$ cat config.mk
export PLATFORM = sky130hd
export DESIGN_NAME = csrs_core_regs
export DESIGN_NICKNAME = d
export VERILOG_FILES = /design/src/rtl/csrs_pkg.sv /design/src/rtl/csrs_core_regs.sv
export SDC_FILE = /design/constraint.sdc
export NUM_CORES = 2
export LEC_CHECK = 0
export BUFFER_PORTS_ARGS = -buffer_cell sky130_fd_sc_hd__buf_2
export CAP_MARGIN = 20
export CORE_UTILIZATION = 50
export CTS_CLUSTER_SIZE = 14
export DETAILED_ROUTE_END_ITERATION = 8
export PLACE_DENSITY = 0.68
export SETUP_SLACK_MARGIN = 0.4
export SYNTH_ARGS = -nofsm -noshare
export SYNTH_HDL_FRONTEND = slang
export SYNTH_SLANG_ARGS = --single-unit
$ cat constraint.sdc
create_clock -name ref_clk -period 2.6 [get_ports ref_clk]
set_input_delay 0 -clock ref_clk [delete_from_list [all_inputs] [get_ports ref_clk]]
set_output_delay 0 -clock ref_clk [all_outputs]
set_load 0.01 [all_outputs]
$ cat src/rtl/csrs_pkg.sv
// Purpose: Shared constants and types for the system register set.
// Assumes: One core clock; register numbers are fixed encodings.
// Notes: Every width, mask, number and reset value is named here.
package csrs_pkg;

  // Data path width of every register.
  localparam int unsigned XLEN = 32;
  // Number of implemented status word flag bits.
  localparam int unsigned STATUS_W = 8;
  // Width of a general register index and of a system register number.
  localparam int unsigned IDX_W = 5;

  // Program address mask: bits 31 to 26 and bit 0 are forced low.
  localparam logic [31:0] PC_MASK = 32'h03FF_FFFE;
  // Base pointer mask, identical in shape to the program address mask.
  localparam logic [31:0] BASE_MASK = 32'h03FF_FFFE;
  // Save registers keep bits 25 to 0 as written; bit 0 is dropped on return.
  localparam logic [31:0] SAVE_PC_MASK = 32'h03FF_FFFF;

  // Reset values.
  localparam logic [31:0] PC_RST = 32'h0000_0000;
  localparam logic [7:0] STATUS_RST = 8'h00;
  localparam logic [31:0] REG_RST = 32'h0000_0000;

  // System register numbers.
  localparam logic [4:0] SR_MSK_PC = 5'h00;
  localparam logic [4:0] SR_MSK_ST = 5'h01;
  localparam logic [4:0] SR_NMI_PC = 5'h02;
  localparam logic [4:0] SR_NMI_ST = 5'h03;
  localparam logic [4:0] SR_SRC = 5'h04;
  localparam logic [4:0] SR_STATUS = 5'h05;
  localparam logic [4:0] SR_CALL_PC = 5'h06;
  localparam logic [4:0] SR_CALL_ST = 5'h07;
  localparam logic [4:0] SR_TRAP_PC = 5'h08;
  localparam logic [4:0] SR_TRAP_ST = 5'h09;
  localparam logic [4:0] SR_CALL_BASE = 5'h0A;

  // Kinds of accepted events that save a register pair.
  typedef enum logic [2:0] {
    CSRS_EV_NONE = 3'b000,
    CSRS_EV_MASK = 3'b001,
    CSRS_EV_NMI = 3'b010,
    CSRS_EV_CALL = 3'b011,
    CSRS_EV_TRAP = 3'b100
  } csrs_event_t;

endpackage : csrs_pkg

$ cat src/rtl/csrs_core_regs.sv
// Purpose: Program counter, general registers and system register set.
// Assumes: The pipeline presents at most one accepted event per cycle.
// Notes: Events win over returns, returns over loads, loads over updates.
//
// Overview of operation
// RL1 - Register zero always reads as zero.
// RL2 - Program counter keeps 26 bits, upper zero.
// RL3 - Program counter bit 0 always zero.
// RL4 - System register number selects target register.
// RL5 - Maskable or software exception saves counter, status.
// RL6 - Saved return address is following instruction.
// RL7 - Non-maskable interrupt saves counter and status.
// RL8 - Interrupt return restores from maskable pair.
// RL9 - Interrupt return after NMI restores NMI pair.
// RL10 - Save registers hold reserved bits at zero.
// RL11 - Saved counter bit 0 ignored on return.
// RL12 - Events other than table calls record code; loads cannot write it.
// RL13 - Loaded status word valid for next instruction.
// RL14 - Interrupt acknowledge deferred during status load.
// RL15 - Status word upper bits read zero.
// RL16 - Table call saves following address and status.
// RL17 - Exception or debug trap saves counter, status.
// RL18 - Trap pair accessible only inside trap window.
// RL19 - Trap return restores from trap pair.
// RL20 - Table base bit 0 and upper bits zero.
// RL21 - Pair saved in the accepting cycle.
`timescale 1ns/100ps
`default_nettype none

module csrs_core_regs (
  // Clock and reset.
  input wire logic ref_clk,
  input wire logic rst_n,
  // Accepted event from the pipeline.
  input wire csrs_pkg::csrs_event_t evt_kind,
  input wire logic [31:0] evt_code,
  input wire logic [31:0] evt_next_pc,
  input wire logic [31:0] evt_target_pc,
  // Return instructions.
  input wire logic ret_req,
  input wire logic ret_from_nmi,
  input wire logic trap_ret_req,
  // Ordinary program counter update.
  input wire logic pc_wr,
  input wire logic [31:0] pc_wdata,
  // Flag update from execution.
  input wire logic flags_wr,
  input wire logic [7:0] flags_wdata,
  // System register load and store.
  input wire logic sr_load,
  input wire logic sr_store,
  input wire logic [4:0] sr_num,
  input wire logic [31:0] sr_wdata,
  output logic [31:0] sr_rdata,
  output logic sr_refused,
  // General registers.
  input wire logic gpr_wr,
  input wire logic [4:0] gpr_waddr,
  input wire logic [31:0] gpr_wdata,
  input wire logic [4:0] gpr_raddr,
  output logic [31:0] gpr_rdata,
  // Core state.
  output logic [31:0] pc,
  output logic [31:0] status_word,
  output logic [31:0] table_base,
  output logic trap_window,
  output logic irq_hold
);
  import csrs_pkg::*;

  // Architectural state.
  logic [31:0] pc_q;
  logic [7:0] stat_q;
  logic [31:0] msk_pc_q;
  logic [7:0] msk_st_q;
  logic [31:0] nmi_pc_q;
  logic [7:0] nmi_st_q;
  logic [31:0] src_q;
  logic [31:0] call_pc_q;
  logic [7:0] call_st_q;
  logic [31:0] trap_pc_q;
  logic [7:0] trap_st_q;
  logic [31:0] base_q;
  logic trap_win_q;
  logic [31:0] sr_rdata_q;
  logic refused_q;
  logic [31:0] gpr_rdata_q;
  // General register storage; entry zero is never read.
  logic [31:0] gpr_mem [0:31];

  // Decoded requests.
  logic ev_any;
  logic trap_reg_sel;
  logic access_ok;
  logic ld_ok;
  logic st_ok;

  // Any event that saves a pair this cycle.
  assign ev_any = (evt_kind != CSRS_EV_NONE);
  // The trap pair needs the trap window for either direction.
  assign trap_reg_sel = (sr_num == SR_TRAP_PC) || (sr_num == SR_TRAP_ST);
  assign access_ok = !trap_reg_sel || trap_win_q; // RL18
  // A load loses to an event or a return in the same cycle.
  assign ld_ok = sr_load && access_ok && !ev_any && !ret_req && !trap_ret_req;
  assign st_ok = sr_store && access_ok;

  // Interrupt acknowledge is held off while the status word is loaded.
  assign irq_hold = sr_load && (sr_num == SR_STATUS); // RL14

  // Program counter: event target, restores, then branch writes.
  always_ff @(posedge ref_clk) begin
    if (!rst_n) begin
      pc_q <= PC_RST;
    end else if (ev_any) begin
      pc_q <= evt_target_pc & PC_MASK; // RL2 RL3
    end else if (trap_ret_req) begin
      pc_q <= trap_pc_q & PC_MASK; // RL19 RL11
    end else if (ret_req && ret_from_nmi) begin
      pc_q <= nmi_pc_q & PC_MASK; // RL9 RL11
    end else if (ret_req) begin
      pc_q <= msk_pc_q & PC_MASK; // RL8 RL11
    end else if (pc_wr) begin
      pc_q <= pc_wdata & PC_MASK; // RL2 RL3
    end
  end

  // Status word: restores, then loads, then flag updates.
  always_ff @(posedge ref_clk) begin
    if (!rst_n) begin
      stat_q <= STATUS_RST;
    end else if (ev_any) begin
      stat_q <= stat_q;
    end else if (trap_ret_req) begin
      stat_q <= trap_st_q; // RL19
    end else if (ret_req && ret_from_nmi) begin
      stat_q <= nmi_st_q; // RL9
    end else if (ret_req) begin
      stat_q <= msk_st_q; // RL8
    end else if (ld_ok && sr_num == SR_STATUS) begin
      stat_q <= sr_wdata[7:0]; // RL13
    end else if (flags_wr) begin
      stat_q <= flags_wdata;
    end
  end

  // Maskable pair: saved on maskable interrupts and software exceptions.
  always_ff @(posedge ref_clk) begin
    if (!rst_n) begin
      msk_pc_q <= REG_RST;
      msk_st_q <= STATUS_RST;
    end else if (evt_kind == CSRS_EV_MASK) begin
      msk_pc_q <= evt_next_pc & SAVE_PC_MASK; // RL5 RL6 RL21
      msk_st_q <= stat_q; // RL5 RL21
    end else if (ld_ok && sr_num == SR_MSK_PC) begin
      msk_pc_q <= sr_wdata & SAVE_PC_MASK; // RL4 RL10
    end else if (ld_ok && sr_num == SR_MSK_ST) begin
      msk_st_q <= sr_wdata[7:0]; // RL4 RL10
    end
  end

  // NMI pair.
  always_ff @(posedge ref_clk) begin
    if (!rst_n) begin
      nmi_pc_q <= REG_RST;
      nmi_st_q <= STATUS_RST;
    end else if (evt_kind == CSRS_EV_NMI) begin
      nmi_pc_q <= evt_next_pc & SAVE_PC_MASK; // RL7 RL21
      nmi_st_q <= stat_q; // RL7 RL21
    end else if (ld_ok && sr_num == SR_NMI_PC) begin
      nmi_pc_q <= sr_wdata & SAVE_PC_MASK; // RL10
    end else if (ld_ok && sr_num == SR_NMI_ST) begin
      nmi_st_q <= sr_wdata[7:0]; // RL10
    end
  end

  // Table call pair.
  always_ff @(posedge ref_clk) begin
    if (!rst_n) begin
      call_pc_q <= REG_RST;
      call_st_q <= STATUS_RST;
    end else if (evt_kind == CSRS_EV_CALL) begin
      call_pc_q <= evt_next_pc & SAVE_PC_MASK; // RL16 RL21
      call_st_q <= stat_q; // RL16 RL21
    end else if (ld_ok && sr_num == SR_CALL_PC) begin
      call_pc_q <= sr_wdata & SAVE_PC_MASK; // RL10
    end else if (ld_ok && sr_num == SR_CALL_ST) begin
      call_st_q <= sr_wdata[7:0]; // RL10
    end
  end

  // Trap pair.
  always_ff @(posedge ref_clk) begin
    if (!rst_n) begin
      trap_pc_q <= REG_RST;
      trap_st_q <= STATUS_RST;
    end else if (evt_kind == CSRS_EV_TRAP) begin
      trap_pc_q <= evt_next_pc & SAVE_PC_MASK; // RL17 RL21
      trap_st_q <= stat_q; // RL17 RL21
    end else if (ld_ok && sr_num == SR_TRAP_PC) begin
      trap_pc_q <= sr_wdata & SAVE_PC_MASK; // RL18
    end else if (ld_ok && sr_num == SR_TRAP_ST) begin
      trap_st_q <= sr_wdata[7:0]; // RL18
    end
  end

  // Trap window opens on a trap and closes on the trap return.
  always_ff @(posedge ref_clk) begin
    if (!rst_n) begin
      trap_win_q <= 1'b0;
    end else if (evt_kind == CSRS_EV_TRAP) begin
      trap_win_q <= 1'b1; // RL18
    end else if (trap_ret_req) begin
      trap_win_q <= 1'b0; // RL18
    end
  end

  // Exception source code: written only by events, never by loads.
  always_ff @(posedge ref_clk) begin
    if (!rst_n) begin
      src_q <= REG_RST;
    end else if (ev_any && evt_kind != CSRS_EV_CALL) begin
      src_q <= evt_code; // RL12
    end
  end

  // Table base pointer.
  always_ff @(posedge ref_clk) begin
    if (!rst_n) begin
      base_q <= REG_RST;
    end else if (ld_ok && sr_num == SR_CALL_BASE) begin
      base_q <= sr_wdata & BASE_MASK; // RL20
    end
  end

  // Store read-back, registered; refused or unmapped reads give zero.
  always_ff @(posedge ref_clk) begin
    if (!rst_n) begin
      sr_rdata_q <= REG_RST;
    end else if (st_ok) begin
      case (sr_num) // RL4
        SR_MSK_PC: sr_rdata_q <= msk_pc_q;
        SR_MSK_ST: sr_rdata_q <= {24'h000000, msk_st_q}; // RL10
        SR_NMI_PC: sr_rdata_q <= nmi_pc_q;
        SR_NMI_ST: sr_rdata_q <= {24'h000000, nmi_st_q};
        SR_SRC: sr_rdata_q <= src_q;
        SR_STATUS: sr_rdata_q <= {24'h000000, stat_q}; // RL15
        SR_CALL_PC: sr_rdata_q <= call_pc_q;
        SR_CALL_ST: sr_rdata_q <= {24'h000000, call_st_q};
        SR_TRAP_PC: sr_rdata_q <= trap_pc_q;
        SR_TRAP_ST: sr_rdata_q <= {24'h000000, trap_st_q};
        SR_CALL_BASE: sr_rdata_q <= base_q;
        default: sr_rdata_q <= REG_RST;
      endcase
    end else if (sr_store) begin
      sr_rdata_q <= REG_RST; // RL18
    end
  end

  // Refusal flag: one-cycle pulse after a refused trap pair access.
  always_ff @(posedge ref_clk) begin
    if (!rst_n) begin
      refused_q <= 1'b0;
    end else begin
      refused_q <= (sr_load || sr_store) && !access_ok; // RL18
    end
  end

  // General register write; writes to entry zero are dropped.
  always_ff @(posedge ref_clk) begin
    if (gpr_wr && gpr_waddr != 5'h00) begin
      gpr_mem[gpr_waddr] <= gpr_wdata;
    end
  end

  // General register read, registered; entry zero reads as zero.
  always_ff @(posedge ref_clk) begin
    if (!rst_n) begin
      gpr_rdata_q <= REG_RST;
    end else if (gpr_raddr == 5'h00) begin
      gpr_rdata_q <= REG_RST; // RL1
    end else begin
      gpr_rdata_q <= gpr_mem[gpr_raddr];
    end
  end

  // Outputs.
  assign pc = pc_q;
  assign status_word = {24'h000000, stat_q}; // RL15
  assign table_base = base_q;
  assign trap_window = trap_win_q;
  assign sr_rdata = sr_rdata_q;
  assign sr_refused = refused_q;
  assign gpr_rdata = gpr_rdata_q;
endmodule : csrs_core_regs

`default_nettype wire

==> impl_results.md <==
* Crit path max fanout at 13
* Syn Area/Cell at 16.1 sq um
* DRC Markers at 4
* Overall die height at between 300 and 400 um
* Worst setup SP type: flip-flop
* Final Max Tran Viols at 0
* Setup WS pre-CTS at 0.348 ns
* CTS Sinks at 1,316
* Hold Violations, Final at 0
* Clk_skew at 0.0217 ns
* Setup TNS Final at 0 ns
* Detailed Place HPWL at slightly above 90,000 um
* Pre-Repair DR Iteration Count at 9
* Layout area overhead at 21.1%
* Vias in the first global route at ~33k
* Top FF cell, synth: edfxtp_1
* Number of synthesis warnings at 0
* Vias per inst at approximately 6.2
* GRT overflow at 0
* Initial antenna violation count at 10
* Mapped cell area at between 50,000 and 60,000 sq um
* Via Count at roughly 34k
* CP Data Required Time at 3.29 ns
* Seq/Total Area, Yosys at 69.9%
* First-pass GRT wire length at 220,000 um
* Hold WC Path Type: primary input to flip-flop
* Cell count after synthesis at approximately 3.3k
* Async set-reset flop share out of synthesis at 0%
* R2R cell count at 6
* Clock slew at reported path FFs at 0.06 ns
* Post-route core utilization at 61.2%
* CTS tree: built
* GRT Total Usage at 28.3%
* Setup WS post-layout at ~0.44 ns
* Worst Tran Pin Value at about 1.0 ns
* Die Area at approximately 110,000 sq um
* Final setup fails at 0
* Core Area at 104,000 sq um
* WL final at 152,000 um
* Period utilization at a little over 80%
* Critical path endpoint category: flip-flop
* DRT iter0 DRCs at 4,234
* Buffers on Ports at between 300 and 400
* Largest net degree at the start of global routing at 121
* Routed Antenna Nets at 0
* Status: finished with violations
* Pwr Density at just over 700 nW/um^2
* Number of synthesized flops with an enable pin at approximately 1.0k
* Hold Path Stages at 3
* Io pins at about 400
* DIE WIDTH at 326 um
* Hold Slack at about 0.029 ns
* # nets final at 4,159
* Num rows at 118
* RSZ-0062 raised after global routing: no
* Violated checks: DRC
* Max Cap Viol at 0
* Root Driver: clkbuf_16
* Register bit count reported by yosys at 1,316
* Worst Path Class, Setup: flip-flop to flip-flop
* Drt wl/cell at ~28 um
* Slew headroom at 30.4%
* Final Wtd Congestion at between 0.9 and 1
* Worst-case vdd ir drop at roughly 0.66 mV
* Num CTS Buffers at approximately 140
* Leakage Power at about 0.022 uW
* Fraction of layout cells with a size suffix above 1 at 23.8%
* Initial Util at roughly 51%
* Clock tree buffer depth at 3
* CTS H-tree depth at 4
* Max Fclk at 0.463 GHz
* Netlist cell types at 60
* CP Data Arrival Time at 2.85 ns
* Skew-Pair Late Insertion Delay at 0.76 ns
* Fin crit period at 2.16 ns
## layout make-up
class                           instances  area [sq um]
Clock inverter                         62           586
Antenna cell                            2          5.00
Fill cell                            7500         40200
Tap cell                             1380          1730
Multi-Input combinational cell       1731         14900
Sequential cell                      1316         36600
Timing Repair Buffer                  744          5820
Inverter                                2          7.51
Clock buffer                          182          3760
## kinds of logic (layout without fill, tap and decap cells)
family                 Yosys count  count (layout)  synth area share (%)
AO/OA/AOI/OAI                  758             758                  10.9
buffers and inverters          282             990                  2.73
flip-flops                    1316            1316                  69.9
multiplexers                   385             385                  11.9
other                            1              72               0.00716
AND/OR/NAND/NOR                518             518                  4.58
## worst max-delay path: stages (launching register included)
cell and delay [ns]:
dfxtp_1 0.36, nor2_1 0.28, a211oi_4 0.12, buf_4 0.21, a21oi_1 0.76, a222oi_1 0.16
nor2b_1 0.20
## synthesized netlist by cell type (all sizes together) (2+ instances only)
cell	count	share of area [%]
a2111oi	33	0.55
a211oi	61	0.90
a21boi	136	1.9
a21oi	89	0.86
a221oi	4	0.067
a222oi	34	0.65
a22o	115	1.9
a22oi	145	2.1
a31oi	25	0.31
and2	28	0.33
and3	8	0.096
and4	3	0.050
buf	134	1.7
clkbuf	146	1.0
dfxtp	292	11
edfxtp	1024	59
inv	2	0.014
mux2i	193	3.7
mux4	192	8.3
nand2	230	1.7
nand2b	5	0.060
nand3	34	0.32
nor2	104	0.76
nor2b	50	0.60
nor3	38	0.36
nor3b	3	0.074
nor4	3	0.060
o211a	16	0.31
o21ai	34	0.32
o221ai	32	0.54
o22ai	32	0.38
or3	2	0.024
or3b	2	0.038
## worst paths after layout
path	start	to	slack, ns
worst min register to register	sr_rdata[28]	sr_rdata[28]	0.46
worst max register to register	trap_window	call_st_q[6]	0.44
worst min-delay path	gpr_waddr[2]	gpr_mem[7][22]	0.03
worst max-delay path	trap_window	call_st_q[6]	0.44
## layer usage
layer | up-vias | GRT usage, % | wire length, um
li1 | 14300 | - | -
met1 | 17100 | 37.2 | 58300
met2 | 1958 | 46.4 | 73100
met3 | 387 | 5.16 | 13900
met4 | 12 | 11.7 | 6260
met5 | - | 0 | 78
## registers in the layout, summed over array words and instances, names as in the netlist
register	count
nmi_pc_q	26
sr_rdata	32
msk_pc_q	26
msk_st_q	8
trap_st_q	8
stat_q	8
src_q	32
sr_refused	1
gpr_rdata	32
call_pc_q	26
trap_window	1
call_st_q	8
table_base	25
pc	25
gpr_mem	1024
nmi_st_q	8
trap_pc_q	26
## repair_timing
item | CTS | global route
resized for setup | 0 | 10
buffers inserted | 0 | 4
hold buffers | 233 | 0
setup endpoints to repair | 0 | 32
endpoints found under the hold margin | 1276 | 0
## placed cells by master, fill, tap and decap left out, types with 19 or more instances in the layout
cell / instances
edfxtp_1: 1024
buf_2: 322
dfxtp_1: 292
dlygate4sd3_1: 233
nand2_1: 227
mux2i_1: 193
mux4_2: 192
buf_4: 151
a22oi_1: 145
clkbuf_16: 140
a21boi_0: 124
a22o_1: 115
a21oi_1: 86
conb_1: 70
nor2_1: 66
a211oi_1: 60
nor2b_1: 47
nor3_1: 37
nand3_1: 34
o21ai_0: 34
a222oi_1: 34
a2111oi_0: 33
nor2_4: 32
o22ai_1: 32
o221ai_1: 32
buf_12: 32
clkbuf_1: 31
a31oi_1: 24
and2_1: 22
clkinv_2: 19
clkinv_1: 19
## metrics by stage
| stage | instances | cell area [sq um] | power [uW] |
|---|---|---|---|
| floorplan | 3329 | 52600 | 25100 |
| CTS | 5412 | 63300 | 45400 |
| global route | 5419 | 63400 | 46500 |
| finish | 5419 | 63400 | 45300 |
| detailed placement | 4935 | 56700 | 26400 |
| global placement | 4935 | 56700 | 26400 |
## power breakdown
| part | internal [uW] | switching (uW) | total, uW |
|---|---|---|---|
| combinational | 1280 | 1760 | 3040 |
| clock | 10800 | 8130 | 19000 |
| sequential | 23100 | 219 | 23300 |
| total | 35200 | 10100 | 45300 |
No activity file was read; power rests on OpenSTA's default activity.
